File: src/rtl/sbw_pkg.sv
// Shared types and constants of the byte and word steering block
package sbw_pkg;

	////////////////////////////////////////////////////////////////////////////
	// Address field positions
	localparam int SBW_A0_BIT       = 0;
	localparam int SBW_WORD_LO_BIT  = 1;
	localparam int SBW_STD_TOP_BIT  = 15;
	localparam int SBW_EXT_LO_BIT   = 16;
	localparam int SBW_CONS_TOP_BIT = 13;
	localparam int SBW_BANK_LO_BIT  = 14;
	localparam int SBW_BANK_HI_BIT  = 15;
	localparam int SBW_BANK_CNT     = 4;

	////////////////////////////////////////////////////////////////////////////
	// Documented widths
	localparam int SBW_ADDR_W_STD = 16;
	localparam int SBW_ADDR_W_EXT = 24;
	localparam int SBW_BYTE_W     = 8;

	////////////////////////////////////////////////////////////////////////////
	// Operating modes, one-hot
	typedef enum logic [1:0] {
		SBW_MODE_STANDARD = 2'b01,
		SBW_MODE_CONSEC   = 2'b10
	} sbw_mode_t;

	// Bus status levels as seen at the board edge
	typedef struct packed {
		logic board_sel;
		logic bank_hit_n;
		logic pdbin;
		logic sxtrq_n;
		logic pwr_n;
		logic mrq;
		logic phantom_n;
		logic sinta;
	} sbw_status_t;

	// Decoded strobes
	typedef struct packed {
		logic byte_read_strobe;
		logic word_read_strobe;
		logic byte_write_strobe;
		logic word_write_strobe;
	} sbw_strobe_t;

	// Array and driver controls
	typedef struct packed {
		logic                    low_array_write_n;
		logic                    high_array_write_n;
		logic                    low_di_oe;
		logic                    high_di_oe;
		logic                    high_do_oe;
		logic [SBW_BANK_CNT-1:0] bank_row_n;
	} sbw_ctl_t;

	////////////////////////////////////////////////////////////////////////////
	// Reset values
	localparam sbw_strobe_t SBW_STROBE_RST = '{
		byte_read_strobe:  1'b0,
		word_read_strobe:  1'b0,
		byte_write_strobe: 1'b0,
		word_write_strobe: 1'b0
	};
	localparam sbw_ctl_t SBW_CTL_RST = '{
		low_array_write_n:  1'b1,
		high_array_write_n: 1'b1,
		low_di_oe:          1'b0,
		high_di_oe:         1'b0,
		high_do_oe:         1'b0,
		bank_row_n:         4'hf
	};

endpackage

File: src/rtl/sbw_sync.sv
// Two-stage synchroniser for a group of pin levels
`timescale 1ns/1ps
`default_nettype none

module sbw_sync #(
	parameter int W = 1
) (
	input  wire logic         clock,
	input  wire logic         arst_n,
	input  wire logic [W-1:0] async_in,
	output var  logic [W-1:0] sync_out
);

	typedef struct packed {
		logic [W-1:0] meta;
		logic [W-1:0] stable;
	} sbw_sync_state_t;

	sbw_sync_state_t state_q;
	sbw_sync_state_t state_d;

	// First stage feeds only the second stage
	always_comb begin
		state_d        = state_q;
		state_d.meta   = async_in;
		state_d.stable = state_q.meta;
	end

	always_ff @(posedge clock or negedge arst_n) begin
		if (!arst_n) begin
			state_q <= '0;
		end else begin
			state_q <= state_d;
		end
	end

	assign sync_out = state_q.stable;

endmodule

`default_nettype wire

File: src/rtl/sbw_steering.sv
// Byte and word read/write steering for a 16-bit capable dynamic RAM board
//
// Behaviour
// - Byte read needs select, pDBIN, sXTRQ* high, no phantom, no sINTA, bank hit.
// - Word read same but sXTRQ* low; never together with byte read.
// - Byte write needs select, sXTRQ* high, pWR* low, memory request.
// - Word write same as byte write but with sXTRQ* low.
// - Low array write on word write, or byte write with A0 high.
// - High array write on word write, or byte write with A0 low, if enabled.
// - Consecutive mode: byte write strobes both arrays regardless of A0.
// - Low array onto DI on word read, or byte read with A0 high.
// - High array onto DI only on byte read with A0 low, or any byte read in consecutive mode.
// - High array onto DO bits 8-15 only during word read.
// - Consecutive mode: byte read enables both DI drivers regardless of A0.
// - Sequential mode: A1 upward selects word, A0 low high byte, high low byte.
// - Byte mode: DO data to low array, same DO data to high array.
// - Consecutive mode: A14-A15 pick the bank, A0-A13 go to the array.
// - Consecutive mode byte references: both writes, both DI drivers, unselected rows held high.
// - Standard mode: word references ignore A0 entirely.
// - Word mode: high array data from DI bus, low array from DO bus.
`timescale 1ns/1ps
`default_nettype none

module sbw_steering
	import sbw_pkg::*;
#(
	parameter int ADDR_W = SBW_ADDR_W_EXT,
	parameter int BYTE_W = SBW_BYTE_W
) (
	input  wire logic              clock,
	input  wire logic              arst_n,
	input  wire sbw_status_t       status,
	input  wire logic [ADDR_W-1:0] addr,
	input  wire logic              ext_addr_en,
	input  wire sbw_mode_t         mode,
	input  wire logic              high_write_en,
	input  wire logic [BYTE_W-1:0] do_in,
	input  wire logic [BYTE_W-1:0] di_in,
	input  wire logic [BYTE_W-1:0] low_rd_data,
	input  wire logic [BYTE_W-1:0] high_rd_data,
	output var  sbw_strobe_t       strobes,
	output var  sbw_ctl_t          ctl,
	output var  logic [ADDR_W-2:0] array_addr,
	output var  logic [BYTE_W-1:0] low_wr_data,
	output var  logic [BYTE_W-1:0] high_wr_data,
	output var  logic [BYTE_W-1:0] low_di_data,
	output var  logic [BYTE_W-1:0] high_di_data,
	output var  logic [BYTE_W-1:0] high_do_data
);

	////////////////////////////////////////////////////////////////////////////
	// Elaboration checks

	generate
		if (ADDR_W != SBW_ADDR_W_STD && ADDR_W != SBW_ADDR_W_EXT) begin : g_bad_addr
			$error("sbw_steering: ADDR_W must be 16 or 24");
		end
		if (BYTE_W != SBW_BYTE_W) begin : g_bad_byte
			$error("sbw_steering: BYTE_W must be 8");
		end

		// Field positions must tile the address bus with no gap or overlap
		if (SBW_WORD_LO_BIT != SBW_A0_BIT + 1) begin : g_bad_word_lo
			$error("sbw_steering: word select must start just above the byte select");
		end
		if (SBW_STD_TOP_BIT + 1 != SBW_EXT_LO_BIT) begin : g_bad_std_top
			$error("sbw_steering: standard and extended address fields must meet");
		end
		if (SBW_EXT_LO_BIT != SBW_ADDR_W_STD) begin : g_bad_ext_lo
			$error("sbw_steering: extended field must start at the standard width");
		end
		if (SBW_CONS_TOP_BIT + 1 != SBW_BANK_LO_BIT) begin : g_bad_cons
			$error("sbw_steering: consecutive array field must end below the bank field");
		end
		if (SBW_BANK_CNT
			!= (1 << (SBW_BANK_HI_BIT - SBW_BANK_LO_BIT + 1))) begin : g_bad_bank
			$error("sbw_steering: bank count must match the bank select field");
		end
		if (SBW_BANK_HI_BIT >= ADDR_W) begin : g_bad_bank_top
			$error("sbw_steering: bank select field lies outside the address");
		end

		// Strobes and row selects must leave reset idle so no array is written
		if (SBW_STROBE_RST != '0) begin : g_bad_strobe_rst
			$error("sbw_steering: strobes must reset inactive");
		end
		if (SBW_CTL_RST.bank_row_n != '1 || !SBW_CTL_RST.low_array_write_n
			|| !SBW_CTL_RST.high_array_write_n) begin : g_bad_ctl_rst
			$error("sbw_steering: write and row strobes must reset high");
		end

		// Mode codes are one-hot; a shared bit would alias the two organisations
		if ((SBW_MODE_STANDARD & SBW_MODE_CONSEC) != 2'b00) begin : g_bad_mode
			$error("sbw_steering: mode codes must not share a bit");
		end
	endgenerate

	////////////////////////////////////////////////////////////////////////////
	// Pin synchronisation
	// All bus levels share one synchroniser so they stay aligned cycle for
	// cycle; skew on the wires themselves is still the board's problem.

	localparam int STATUS_W = $bits(sbw_status_t);
	localparam int MODE_W   = $bits(sbw_mode_t);
	localparam int SYNC_W   = STATUS_W + ADDR_W + 2 + MODE_W + 4 * BYTE_W;

	logic [SYNC_W-1:0] sync_raw;
	logic [SYNC_W-1:0] sync_vec;

	sbw_status_t       s_status;
	logic [ADDR_W-1:0] s_addr;
	logic              s_ext_en;
	logic [MODE_W-1:0] s_mode_bits;
	logic              s_hi_wr_en;
	logic [BYTE_W-1:0] s_do;
	logic [BYTE_W-1:0] s_di;
	logic [BYTE_W-1:0] s_low_rd;
	logic [BYTE_W-1:0] s_high_rd;

	assign sync_raw = {status, addr, ext_addr_en, mode, high_write_en,
		do_in, di_in, low_rd_data, high_rd_data};

	sbw_sync #(
		.W (SYNC_W)
	) u_sync (
		.clock    (clock),
		.arst_n   (arst_n),
		.async_in (sync_raw),
		.sync_out (sync_vec)
	);

	assign {s_status, s_addr, s_ext_en, s_mode_bits, s_hi_wr_en,
		s_do, s_di, s_low_rd, s_high_rd} = sync_vec;

	////////////////////////////////////////////////////////////////////////////
	// Registered state

	typedef struct packed {
		sbw_strobe_t       strobes;
		sbw_ctl_t          ctl;
		logic [ADDR_W-2:0] array_addr;
		logic [BYTE_W-1:0] low_wr_data;
		logic [BYTE_W-1:0] high_wr_data;
		logic [BYTE_W-1:0] low_di_data;
		logic [BYTE_W-1:0] high_di_data;
		logic [BYTE_W-1:0] high_do_data;
	} sbw_state_t;

	localparam sbw_state_t STATE_RST = '{
		strobes:      SBW_STROBE_RST,
		ctl:          SBW_CTL_RST,
		array_addr:   '0,
		low_wr_data:  '0,
		high_wr_data: '0,
		low_di_data:  '0,
		high_di_data: '0,
		high_do_data: '0
	};

	sbw_state_t state_q;
	sbw_state_t state_d;

	////////////////////////////////////////////////////////////////////////////
	// Decode

	logic              consec;
	logic              a0;
	logic [1:0]        bank_idx;
	logic              read_ok;
	logic              write_ok;
	logic              byte_rd;
	logic              word_rd;
	logic              byte_wr;
	logic              word_wr;
	logic              low_we;
	logic              high_we;
	logic              low_oe;
	logic              high_oe;
	logic [ADDR_W-1:0] std_addr;
	logic [ADDR_W-1:0] cons_addr;

	always_comb begin
		// Reserved mode codes fall back to the standard organisation
		case (s_mode_bits)
			SBW_MODE_CONSEC: begin
				consec = 1'b1;
			end
			default: begin
				consec = 1'b0;
			end
		endcase
		a0       = s_addr[SBW_A0_BIT];
		bank_idx = s_addr[SBW_BANK_HI_BIT:SBW_BANK_LO_BIT];

		// No bank hit, phantom or interrupt acknowledge blocks every read
		read_ok  = s_status.board_sel & s_status.pdbin & ~s_status.bank_hit_n
			& s_status.phantom_n & ~s_status.sinta;
		write_ok = s_status.board_sel & ~s_status.pwr_n & s_status.mrq;

		byte_rd = read_ok & s_status.sxtrq_n;
		word_rd = read_ok & ~s_status.sxtrq_n;
		byte_wr = write_ok & s_status.sxtrq_n;
		word_wr = write_ok & ~s_status.sxtrq_n;
	end

	////////////////////////////////////////////////////////////////////////////
	// Write steering

	always_comb begin
		low_we  = word_wr | (byte_wr & (a0 | consec));
		high_we = (s_hi_wr_en & (word_wr | (byte_wr & ~a0)))
			| (consec & byte_wr);
	end

	////////////////////////////////////////////////////////////////////////////
	// Read steering

	always_comb begin
		low_oe  = word_rd | (byte_rd & (a0 | consec));
		high_oe = byte_rd & (~a0 | consec);
	end

	////////////////////////////////////////////////////////////////////////////
	// Array address

	always_comb begin
		// Word select ignores A0; top bits only with extended addressing
		std_addr = s_addr;
		if (!s_ext_en) begin
			std_addr = {{(ADDR_W - SBW_EXT_LO_BIT){1'b0}},
				s_addr[SBW_STD_TOP_BIT:0]};
		end
		cons_addr = {{(ADDR_W - SBW_CONS_TOP_BIT - 1){1'b0}},
			s_addr[SBW_CONS_TOP_BIT:0]};
	end

	////////////////////////////////////////////////////////////////////////////
	// Next state

	always_comb begin
		state_d = state_q;

		state_d.strobes.byte_read_strobe  = byte_rd;
		state_d.strobes.word_read_strobe  = word_rd;
		state_d.strobes.byte_write_strobe = byte_wr;
		state_d.strobes.word_write_strobe = word_wr;

		state_d.ctl.low_array_write_n  = ~low_we;
		state_d.ctl.high_array_write_n = ~high_we;

		state_d.ctl.low_di_oe  = low_oe;
		state_d.ctl.high_di_oe = high_oe;
		state_d.ctl.high_do_oe = word_rd;

		// Rows of unselected banks stay high so their outputs float
		state_d.ctl.bank_row_n = '1;
		if (consec && (byte_rd || byte_wr)) begin
			state_d.ctl.bank_row_n[bank_idx] = 1'b0;
		end

		if (consec) begin
			state_d.array_addr = cons_addr[ADDR_W-2:0];
		end else begin
			state_d.array_addr = std_addr[ADDR_W-1:SBW_WORD_LO_BIT];
		end

		state_d.low_wr_data = s_do;
		if (s_status.sxtrq_n) begin
			state_d.high_wr_data = s_do;
		end else begin
			state_d.high_wr_data = s_di;
		end

		// Read data always follows the arrays; the enables decide who drives
		state_d.low_di_data  = s_low_rd;
		state_d.high_di_data = s_high_rd;
		state_d.high_do_data = s_high_rd;
	end

	always_ff @(posedge clock or negedge arst_n) begin
		if (!arst_n) begin
			state_q <= STATE_RST;
		end else begin
			state_q <= state_d;
		end
	end

	////////////////////////////////////////////////////////////////////////////
	// Outputs

	assign strobes      = state_q.strobes;
	assign ctl          = state_q.ctl;
	assign array_addr   = state_q.array_addr;
	assign low_wr_data  = state_q.low_wr_data;
	assign high_wr_data = state_q.high_wr_data;
	assign low_di_data  = state_q.low_di_data;
	assign high_di_data = state_q.high_di_data;
	assign high_do_data = state_q.high_do_data;

endmodule

`default_nettype wire

File: config.mk
export PLATFORM = sky130hd
export DESIGN_NAME = sbw_steering
export DESIGN_NICKNAME = d
export VERILOG_FILES = /design/src/rtl/sbw_pkg.sv /design/src/rtl/sbw_sync.sv /design/src/rtl/sbw_steering.sv
export SDC_FILE = /design/constraint.sdc
export NUM_CORES = 1
export LEC_CHECK = 0
export ABC_AREA = 1
export BUFFER_PORTS_ARGS = -buffer_cell sky130_fd_sc_hd__clkbuf_2
export CORE_MARGIN = 2
export CORE_UTILIZATION = 46
export DETAILED_ROUTE_END_ITERATION = 12
export PLACE_DENSITY = 0.71
export SLEW_MARGIN = 20
export SYNTH_ARGS = -nofsm -noshare
export SYNTH_HDL_FRONTEND = slang
export SYNTH_HIERARCHICAL = 1
export SYNTH_SLANG_ARGS = --single-unit
File: constraint.sdc
create_clock -name clock -period 3 [get_ports clock]
set_clock_uncertainty 0.1 [all_clocks]
set_input_delay 0.3 -clock clock [delete_from_list [all_inputs] [get_ports clock]]
set_output_delay 0.3 -clock clock [all_outputs]
set_load 0.01 [all_outputs]
==> metrics.log, run 1 <==
[metrics] critical path endpoint category: output port
[metrics] count of buffering cells on the critical path with inverters included: 1
[metrics] worst slew slack as a fraction of its limit: 57.0%
[metrics] Clock H-tree levels: 1
[metrics] DIE AREA: 0.0133 mm^2
[metrics] Pre-Repair DR Iteration Count: 4
[metrics] Req. time, crit path: 2.60 ns
[metrics] Clock Pin Slew Worst Setup and Hold Paths: 0.06 ns
[metrics] Final setup viols: 0
[metrics] series of cell instances along the critical path: clkbuf_2
[metrics] height of the die: 115 um
[metrics] Hold Worst Slack: 0.241 ns
[metrics] Initial DRC Count: 153
[metrics] number of global-route vias before repair: 3385
[metrics] count of state elements after synthesis: 203
[metrics] initial core utilization: 47.2%
[metrics] fmax: 0.659 GHz
[metrics] overflow left after global routing: 0
[metrics] post-synth top area share: 86.6%
[metrics] Flop pwr share: 51.1%
[metrics] flip-flop cell with the highest count after synthesis: sky130_fd_sc_hd__dfrtp_1
[metrics] final critical path time including I/O delays and setup: 1.52 ns
[metrics] number of warnings reported in the yosys synthesis log: 6
[metrics] net count after synthesis: 403
[metrics] number of slew-limit violations in the final report: 0
[metrics] largest area contributor in the synthesized netlist: sky130_fd_sc_hd__dfrtp_1
[metrics] count of cell types in the netlist: 18
[metrics] relative contribution of combinational cells to total power: 5.4%
[metrics] cell with the biggest individual delay on the critical path: sky130_fd_sc_hd__dfstp_2
[metrics] cell area after placement: 0.00656 mm^2
[metrics] Startpoint Class: flip-flop
[metrics] clock network power share: 43.5%
[metrics] leakage power: 0.00397 uW
[metrics] count of buffers added by post-CTS timing repair for setup: 0
[metrics] number of buffers added by the clock tree synthesis step: 20
[metrics] final non-filler cell area: 0.00793 mm^2
[metrics] buffers from clock root to sink, at most: 3
[metrics] Hold/Removal Path Class: reg -> reg
[metrics] P&R area growth vs syn: 39.3%
[metrics] power density over cell area: 723 mW/mm^2
[metrics] antenna diode count: 0
[metrics] maximum capacitance violations: 0
[metrics] combined global-route utilization of all metal layers: 16.0%
[metrics] routability-driven placement congestion ratio: 0.682
[metrics] number of antenna violations at the first check in global routing: 0
[metrics] area of the core: 0.0121 mm^2
[metrics] total number of clock tree sinks: 203
[metrics] status: completed
[metrics] Detailed Place HPWL: 6220 um
[metrics] worst-margin pin slew: 0.644 ns
[metrics] RSZ-0062 raised after global routing: false
[metrics] Finished Core Util: 65.7%
[metrics] IO Pins: 146
[metrics] Clock Root Buffer: sky130_fd_sc_hd__clkbuf_16
[metrics] number of rows in the core area: 40
[metrics] Final Hold Vio Count: 0
[metrics] worst-skew pair later-pin latency: 0.48 ns
[metrics] number of nets in the final layout: 628
[metrics] worst IR drop on VDD: 495 uV
[metrics] Residual DRC: 0
[metrics] async set-or-reset flop fraction in the synthesized netlist: 100%
[metrics] clock tree from TritonCTS: done
[metrics] number of vias per cell after detailed routing: 4.29
[metrics] I/O Buffers: 145
[metrics] critical path data arrival time: 1.12 ns
[metrics] most numerous cell in the Yosys netlist: sky130_fd_sc_hd__dfrtp_1
[metrics] Worst Path Max Fanout: 1
[metrics] DR WL/cell: 13.9 um
[metrics] fraction of power spent switching nets: 20.5%
[metrics] sequential element share of the synthesized area: 89.4%
[metrics] mean cell area of the mapped netlist: 17.1 um^2
[metrics] fin crit share: 50.6%
[metrics] Post-Synthesis Cell Area: 0.00569 mm^2
[metrics] design internal power: 4560 uW
[metrics] Post-synth top cells: sky130_fd_sc_hd__dfrtp_1, sky130_fd_sc_hd__nand2_1, sky130_fd_sc_hd__nor2_1
[metrics] Routed Antenna Nets: 0
[metrics] synthesized netlist cell count: 333
[metrics] first-pass GRT wire length: 16200 um
[metrics] share of cells above drive strength 1: 33.9%
[metrics] maximum number of pins on one net before global-route repair: 85
[metrics] Largest stage delay, worst path: 0.52 ns
[metrics] number of synthesized flops with an enable pin: 0
[metrics] TNS Setup: 0 ns
[metrics] class of the most critical setup path: reg -> out
[metrics] via total after detailed routing: 3172
[metrics] final wirelength: 10300 um
[metrics] Switching Power: 1170 uW
[metrics] Chip Width: 115 um
[metrics] largest cells by area after synthesis: sky130_fd_sc_hd__dfrtp_1, sky130_fd_sc_hd__nand2_1, sky130_fd_sc_hd__dfstp_2
[metrics] delay-heaviest family, CP: flip-flops
-- routing by layer --
layer,share of wire [%],vias to the layer above,GRT usage (%),routed length [um]
met4,3.4,0,6.67,350
met5,0,-,0,0
met2,53,111,27.8,5420
li1,-,1465,-,-
met1,38,1565,19.8,3900
met3,5.7,31,3.11,586
-- placed cells by master, fill, tap and decap left out --
cell / instances
sky130_fd_sc_hd__nand3_1: 6
sky130_fd_sc_hd__inv_1: 14
sky130_fd_sc_hd__nand2_1: 59
sky130_fd_sc_hd__bufinv_16: 2
sky130_fd_sc_hd__inv_2: 2
sky130_fd_sc_hd__clkbuf_2: 144
sky130_fd_sc_hd__o21ai_2: 4
sky130_fd_sc_hd__a21oi_2: 1
sky130_fd_sc_hd__clkbuf_1: 5
sky130_fd_sc_hd__clkinv_2: 4
sky130_fd_sc_hd__o21ai_0: 6
sky130_fd_sc_hd__o31ai_1: 1
sky130_fd_sc_hd__dfstp_2: 6
sky130_fd_sc_hd__dfrtp_1: 197
sky130_fd_sc_hd__o21ai_1: 1
sky130_fd_sc_hd__nor2_1: 19
sky130_fd_sc_hd__clkbuf_8: 4
sky130_fd_sc_hd__nor2_2: 1
sky130_fd_sc_hd__clkinv_8: 1
sky130_fd_sc_hd__buf_12: 1
sky130_fd_sc_hd__dlygate4sd3_1: 69
sky130_fd_sc_hd__a31oi_1: 1
sky130_fd_sc_hd__buf_4: 3
sky130_fd_sc_hd__clkbuf_16: 21
-- power groups by stage --
stage	clock, uW	combinational [uW]	sequential (uW)
4_1_cts	2550	317	2930
6_report	2490	312	2930
2_1_floorplan	0	61.8	2990
5_1_grt	2670	348	2940
3_5_place_dp	0	244	2980
3_3_place_gp	0	236	2970
-- path summary, 6_finish.rpt --
path | startpoint | to | slack, ns | cells after the start
min | u_sync/sync_out[13] | low_di_data[5] | 0.24 | 0
max in group asynchronous | arst_n | u_sync/state_d[63] | 1.62 | 3
max | ctl[1] | ctl[1] | 1.48 | 1
max reg2reg | u_sync/sync_out[33] | array_addr[11] | 1.53 | 4
min reg2reg | u_sync/sync_out[13] | low_di_data[5] | 0.24 | 0
min in group asynchronous | arst_n | high_do_data[6] | 0.31 | 2
-- area by class of cell --
| type | instances | area, um^2 |
|---|---|---|
| Sequential cell | 203 | 5090 |
| Fill cell | 845 | 4130 |
| Timing Repair Buffer | 218 | 1470 |
| Clock buffer | 29 | 586 |
| Multi-Input combinational cell | 99 | 422 |
| Tap cell | 168 | 210 |
| Clock inverter | 7 | 96.3 |
| Inverter | 16 | 60.1 |
-- sequential cells by signal, summed over array words and instances (netlist names) --
register and flops:
u_sync/state_d 68, u_sync/sync_out 68, array_addr 23, ctl 9, high_do_data 8, high_wr_data 8
low_di_data 8, low_wr_data 8, strobes 3
-- per-stage QoR --
stage | power, uW | worst slack (ns) | std cells
after global routing | 5960 | 1.40 | 740
after floorplan | 3050 | 1.96 | 333
after global placement | 3210 | 1.59 | 635
final | 5740 | 1.48 | 740
after detailed placement | 3230 | 1.54 | 635
after CTS | 5800 | 1.46 | 740
-- kinds of logic after synthesis --
group	synth area share [%]
AO/OA/AOI/OAI	1.63
buffers and inverters	3.19
AND/OR/NAND/NOR	5.78
flip-flops	89.4
-- timing repair --
item | in CTS | in global routing
endpoints found under the hold margin | 149 | 0
hold buffers | 69 | 0
resized for setup | 0 | 0
Note: power is estimated with default switching activity, not from simulation.
==> run 2, diff against run 1 <==
PLACE_DENSITY = 0.74   (was 0.71)
clock period = 1.23 ns   (was 3 ns; I/O delays follow)
==> metrics.log, run 2 (synthesized netlist as in run 1, its figures left out) <==
[metrics] number of filler instances in the final layout: 828
[metrics] I/O Buffers: 145
[metrics] number of global-route vias before repair: 3471
[metrics] worst IR drop on VDD: 1400 uV
[metrics] antenna diode count: 0
[metrics] relative contribution of combinational cells to total power: 5.8%
[metrics] fmax: 0.762 GHz
[metrics] combined global-route utilization of all metal layers: 17.1%
[metrics] Finished Core Util: 66.7%
[metrics] Clock Root Buffer: sky130_fd_sc_hd__clkbuf_16
[metrics] area of the core: 0.0121 mm^2
[metrics] number of buffers added by the clock tree synthesis step: 20
[metrics] overflow left after global routing: 0
[metrics] number of nets in the final layout: 639
[metrics] final wirelength: 10800 um
[metrics] series of cell instances along the critical path: buf_6
[metrics] first-pass GRT wire length: 17500 um
[metrics] class of the most critical setup path: reg -> out
[metrics] number of antenna violations at the first check in global routing: 0
[metrics] met3 track demand over resource in global routing: 4.32%
[metrics] critical path endpoint category: output port
[metrics] worst slew slack as a fraction of its limit: 77.7%
[metrics] initial core utilization: 47.2%
[metrics] final critical path time including I/O delays and setup: 1.31 ns
[metrics] number of rows in the core area: 40
[metrics] Req. time, crit path: 1.01 ns
[metrics] Clock Pin Slew Worst Setup and Hold Paths: 0.06 ns
[metrics] fraction of power spent switching nets: 20.6%
[metrics] total number of clock tree sinks: 203
[metrics] min setup slack post-route: -0.0824 ns
[metrics] maximum number of pins on one net before global-route repair: 45
[metrics] DR WL/cell: 14.4 um
[metrics] clock tree from TritonCTS: done
[metrics] DIE AREA: 0.0133 mm^2
[metrics] P&R area growth vs syn: 41.3%
[metrics] routability-driven placement congestion ratio: 0.796
[metrics] met1 global-route usage: 21.4%
[metrics] status: finished with violations
[metrics] Worst Path Max Fanout: 1
[metrics] clock network power share: 42.5%
[metrics] via total after detailed routing: 3193
[metrics] Largest stage delay, worst path: 0.53 ns
[metrics] Detailed Place HPWL: 6860 um
[metrics] share of cells above drive strength 1: 35.3%
[metrics] maximum capacitance violations: 0
[metrics] Pre-Repair DR Iteration Count: 5
[metrics] grt peak-use layer: met2
[metrics] number of slew-limit violations in the final report: 0
[metrics] Hold/Removal Path Class: in -> async
[metrics] fin crit share: 107%
[metrics] power consumption: 13800 uW
[metrics] worst-skew pair later-pin latency: 0.47 ns
[metrics] Clock H-tree levels: 1
[metrics] dpl ws: 0.0967 ns
[metrics] Final Hold Vio Count: 0
[metrics] highest-count cells in the layout ignoring fill and taps: sky130_fd_sc_hd__dfrtp_1, sky130_fd_sc_hd__clkbuf_2, sky130_fd_sc_hd__dlygate4sd3_1
[metrics] critical path data arrival time: 1.09 ns
[metrics] Switching Power: 2850 uW
[metrics] number of vias per cell after detailed routing: 4.25
[metrics] Initial DRC Count: 205
[metrics] met2 Use GR: 30.1%
[metrics] power density over cell area: 1720 mW/mm^2
[metrics] delay-heaviest family, CP: flip-flops
[metrics] cell with the biggest individual delay on the critical path: sky130_fd_sc_hd__dfstp_2
[metrics] FF+latch area: 0.00509 mm^2
[metrics] Flop pwr share: 51.7%
[metrics] Chip Width: 115 um
[metrics] RSZ-0062 raised after global routing: true
[metrics] area used by multi-input combinational logic: 422 um^2
[metrics] violations in the final reports: negative setup slack
[metrics] Residual DRC: 0
[metrics] leakage power: 0.00403 uW
[metrics] Hold Worst Slack: 0.0456 ns
[metrics] buffers from clock root to sink, at most: 3
[metrics] worst-margin pin slew: 0.335 ns
[metrics] IO Pins: 146
[metrics] Final setup viols: 6
[metrics] design internal power: 11000 uW
[metrics] TNS Setup: -0.434 ns
[metrics] Startpoint Class: flip-flop
[metrics] leading cell type in the layout, fill and taps excluded: sky130_fd_sc_hd__dfrtp_1
[metrics] Routed Antenna Nets: 0
[metrics] height of the die: 115 um
[metrics] count of buffering cells on the critical path with inverters included: 1
[run 2: worst register-to-register path, delay by kind of cell (launching register included)]
family	cells	cell delay, ns
buffers and inverters	1	0.26
AO/OA/AOI/OAI	1	0.09
AND/OR/NAND/NOR	2	0.27
flip-flops	1	0.37
[run 2: metrics by stage]
stage          area, um^2  std cells
2_1_floorplan        5690        333
3_3_place_gp         6650        646
3_5_place_dp         6650        646
4_1_cts              8000        751
5_1_grt              8040        751
6_report             8040        751
[run 2: cell type report]
type,instances,share of cell area [%]
clock buffer,29,7.41
clock inverter,7,0.825
inverter,16,0.747
multi-input combinational,99,5.24
sequential,203,63.3
tap,168,2.61
timing repair buffer,229,19.9
[run 2: power by group through the flow]
stage | Sequential, uW | Combinational, uW | Clock [uW]
final | 7160 | 807 | 5880
after global routing | 7180 | 901 | 6330
after CTS | 7150 | 815 | 6030
after detailed placement | 7270 | 630 | 0
after global placement | 7250 | 611 | 0
after floorplan | 7290 | 151 | 0
[run 2: worst paths after layout]
check / cells past startpoint / end / start / slack [ns]
worst max-delay path: 1 / ctl[0] / ctl[0] / -0.08
worst min register to register: 0 / u_sync/sync_out[3] / u_sync/state_d[3] / 0.24
worst min-delay path: 2 / u_sync/state_d[46] / arst_n / 0.05
max in group asynchronous: 3 / ctl[7] / arst_n / 0.41
min in group clock: 2 / u_sync/state_d[46] / addr[10] / 0.20
worst max register to register: 4 / array_addr[11] / u_sync/sync_out[33] / 0.05
[run 2: what timing repair did]
action,4_1_cts,5_1_grt
endpoints found under the hold margin,265,0
setup endpoints to repair,9,27
gates resized for setup,0,13
setup buffers,0,0
hold buffers,69,0
[run 2: routing by layer]
metal | vias up | share of wire (%)
li1 | 1485 | -
met2 | 92 | 54
met4 | 0 | 1.6
met5 | - | 0
met3 | 14 | 5.8
met1 | 1602 | 39
==> run 3, diff against run 2 <==
CELL_PAD_IN_SITES_DETAIL_PLACEMENT = 0   (was not set)
CELL_PAD_IN_SITES_GLOBAL_PLACEMENT = 1   (was not set)
CORE_UTILIZATION = 38   (was 46)
PLACE_DENSITY = not set   (was 0.74)
PLACE_DENSITY_LB_ADDON = 0.1   (was not set)
==> metrics.log, run 3 (synthesized netlist as in run 1, its figures left out) <==
[metrics] status: finished with violations
[metrics] violations in the final reports: negative setup slack
[metrics] number of antenna violations at the first check in global routing: 0
[metrics] fin crit share: 108%
[metrics] Switching Power: 2910 uW
[metrics] first-pass GRT wire length: 16500 um
[metrics] Hold/Removal Path Class: in -> async
[metrics] maximum number of pins on one net before global-route repair: 67
[metrics] dpl ws: 0.0687 ns
[metrics] number of buffers added by the clock tree synthesis step: 21
[metrics] routability-driven placement congestion ratio: 0.709
[metrics] via total after detailed routing: 3122
[metrics] leakage power: 0.00404 uW
[metrics] delay-heaviest family, CP: flip-flops
[metrics] Detailed Place HPWL: 6220 um
[metrics] Hold Worst Slack: 0.126 ns
[metrics] Worst Path Max Fanout: 1
[metrics] worst-margin pin slew: 0.342 ns
[metrics] clock network power share: 45.6%
[metrics] buffers from clock root to sink, at most: 3
[metrics] worst IR drop on VDD: 978 uV
[metrics] Req. time, crit path: 1.01 ns
[metrics] critical path endpoint category: output port
[metrics] share of cells above drive strength 1: 34.7%
[metrics] Finished Core Util: 55.8%
[metrics] Final Hold Vio Count: 0
[metrics] initial core utilization: 39.0%
[metrics] count of buffers added by post-CTS timing repair for setup: 0
[metrics] min setup slack post-route: -0.104 ns
[metrics] area of the core: 0.0146 mm^2
[metrics] antenna diode count: 0
[metrics] number of slew-limit violations in the final report: 0
[metrics] setup slack of the worst register-to-register path: 0.11 ns
[metrics] I/O Buffers: 145
[metrics] Chip Width: 126 um
[metrics] FF+latch area: 0.00509 mm^2
[metrics] critical path data arrival time: 1.11 ns
[metrics] number of filler instances in the final layout: 1183
[metrics] overflow left after global routing: 0
[metrics] final critical path time including I/O delays and setup: 1.33 ns
[metrics] Initial DRC Count: 94
[metrics] relative contribution of combinational cells to total power: 5.5%
[metrics] number of vias per cell after detailed routing: 4.11
[metrics] cell with the biggest individual delay on the critical path: sky130_fd_sc_hd__dfstp_2
[metrics] DR WL/cell: 13.1 um
[metrics] Final setup viols: 8
[metrics] design internal power: 11700 uW
[metrics] number of rows in the core area: 44
[metrics] maximum capacitance violations: 0
[metrics] RSZ-0062 raised after global routing: true
[metrics] clock tree from TritonCTS: done
[metrics] total number of clock tree sinks: 203
[metrics] power density over cell area: 1790 mW/mm^2
[metrics] highest-count cells in the layout ignoring fill and taps: sky130_fd_sc_hd__dfrtp_1, sky130_fd_sc_hd__clkbuf_2, sky130_fd_sc_hd__dlygate4sd3_1
[metrics] power consumption: 14600 uW
[metrics] IO Pins: 146
[metrics] DIE AREA: 0.0160 mm^2
[metrics] final wirelength: 9950 um
[metrics] Flop pwr share: 49.0%
[metrics] height of the die: 126 um
[metrics] Largest stage delay, worst path: 0.54 ns
[metrics] P&R area growth vs syn: 43.0%
[metrics] worst-skew pair later-pin latency: 0.48 ns
[metrics] Clock Pin Slew Worst Setup and Hold Paths: 0.06 ns
[metrics] Clock Root Buffer: sky130_fd_sc_hd__clkbuf_16
[metrics] number of nets in the final layout: 634
[metrics] Residual DRC: 0
[metrics] fraction of power spent switching nets: 20.0%
[metrics] series of cell instances along the critical path: buf_6
[metrics] Routed Antenna Nets: 0
[metrics] area used by multi-input combinational logic: 432 um^2
[metrics] Startpoint Class: flip-flop
[metrics] Pre-Repair DR Iteration Count: 4
[metrics] count of buffering cells on the critical path with inverters included: 1
[metrics] class of the most critical setup path: reg -> out
[metrics] Clock H-tree levels: 1
[metrics] fmax: 0.750 GHz
[metrics] leading cell type in the layout, fill and taps excluded: sky130_fd_sc_hd__dfrtp_1
[metrics] combined global-route utilization of all metal layers: 13.0%
[metrics] number of global-route vias before repair: 3403
[metrics] worst slew slack as a fraction of its limit: 77.1%
==> run 3: path summary, 6_finish.rpt <==
check / startpoint / endpoint / depth (start not counted)
max in group asynchronous: arst_n / u_sync/sync_out[47] / 3
min in group clock: di_in[0] / u_sync/state_d[16] / 2
min: arst_n / u_sync/state_d[49] / 3
max: ctl[3] / ctl[3] / 1
max reg2reg: u_sync/sync_out[33] / array_addr[4] / 4
min reg2reg: u_sync/state_d[64] / u_sync/sync_out[64] / 0
==> run 3: routing by layer <==
metal / track usage, % / share of wire [%] / up-vias
li1: - / - / 1474
met1: 16.3 / 41 / 1524
met2: 21.0 / 49 / 102
met3: 4.60 / 7.9 / 22
met4: 4.46 / 2.8 / 0
met5: 0 / 0 / -
==> run 3: area by class of cell <==
type	instances	share of cell area (%)
clock inverters	7	2.01
inverters	16	0.738
multi-input cells	99	5.30
well taps	184	2.83
flip-flops and latches	203	62.5
clock buffers	28	6.90
repair buffers	223	19.7
==> run 3: power groups by stage <==
stage / Combinational [uW] / Clock, uW / Sequential [uW]
2_1_floorplan: 151 / 0 / 7290
3_3_place_gp: 616 / 0 / 7250
3_5_place_dp: 625 / 0 / 7260
4_1_cts: 809 / 6810 / 7140
5_1_grt: 898 / 7100 / 7170
6_report: 798 / 6640 / 7140
==> run 3: stage by stage <==
step | cell area [um^2] | TNS (ns) | std cells
final | 8140 | -0.590 | 760
after global routing | 8140 | -1.54 | 760
after CTS | 8080 | -1.08 | 760
after detailed placement | 6630 | 0 | 655
after global placement | 6630 | 0 | 655
after floorplan | 5690 | 0 | 333
==> run 3: repair_timing <==
item | in CTS | in global routing
resized for setup | 2 | 27
hold buffers | 70 | 0
endpoints found under the hold margin | 271 | 0
setup endpoints to repair | 27 | 50
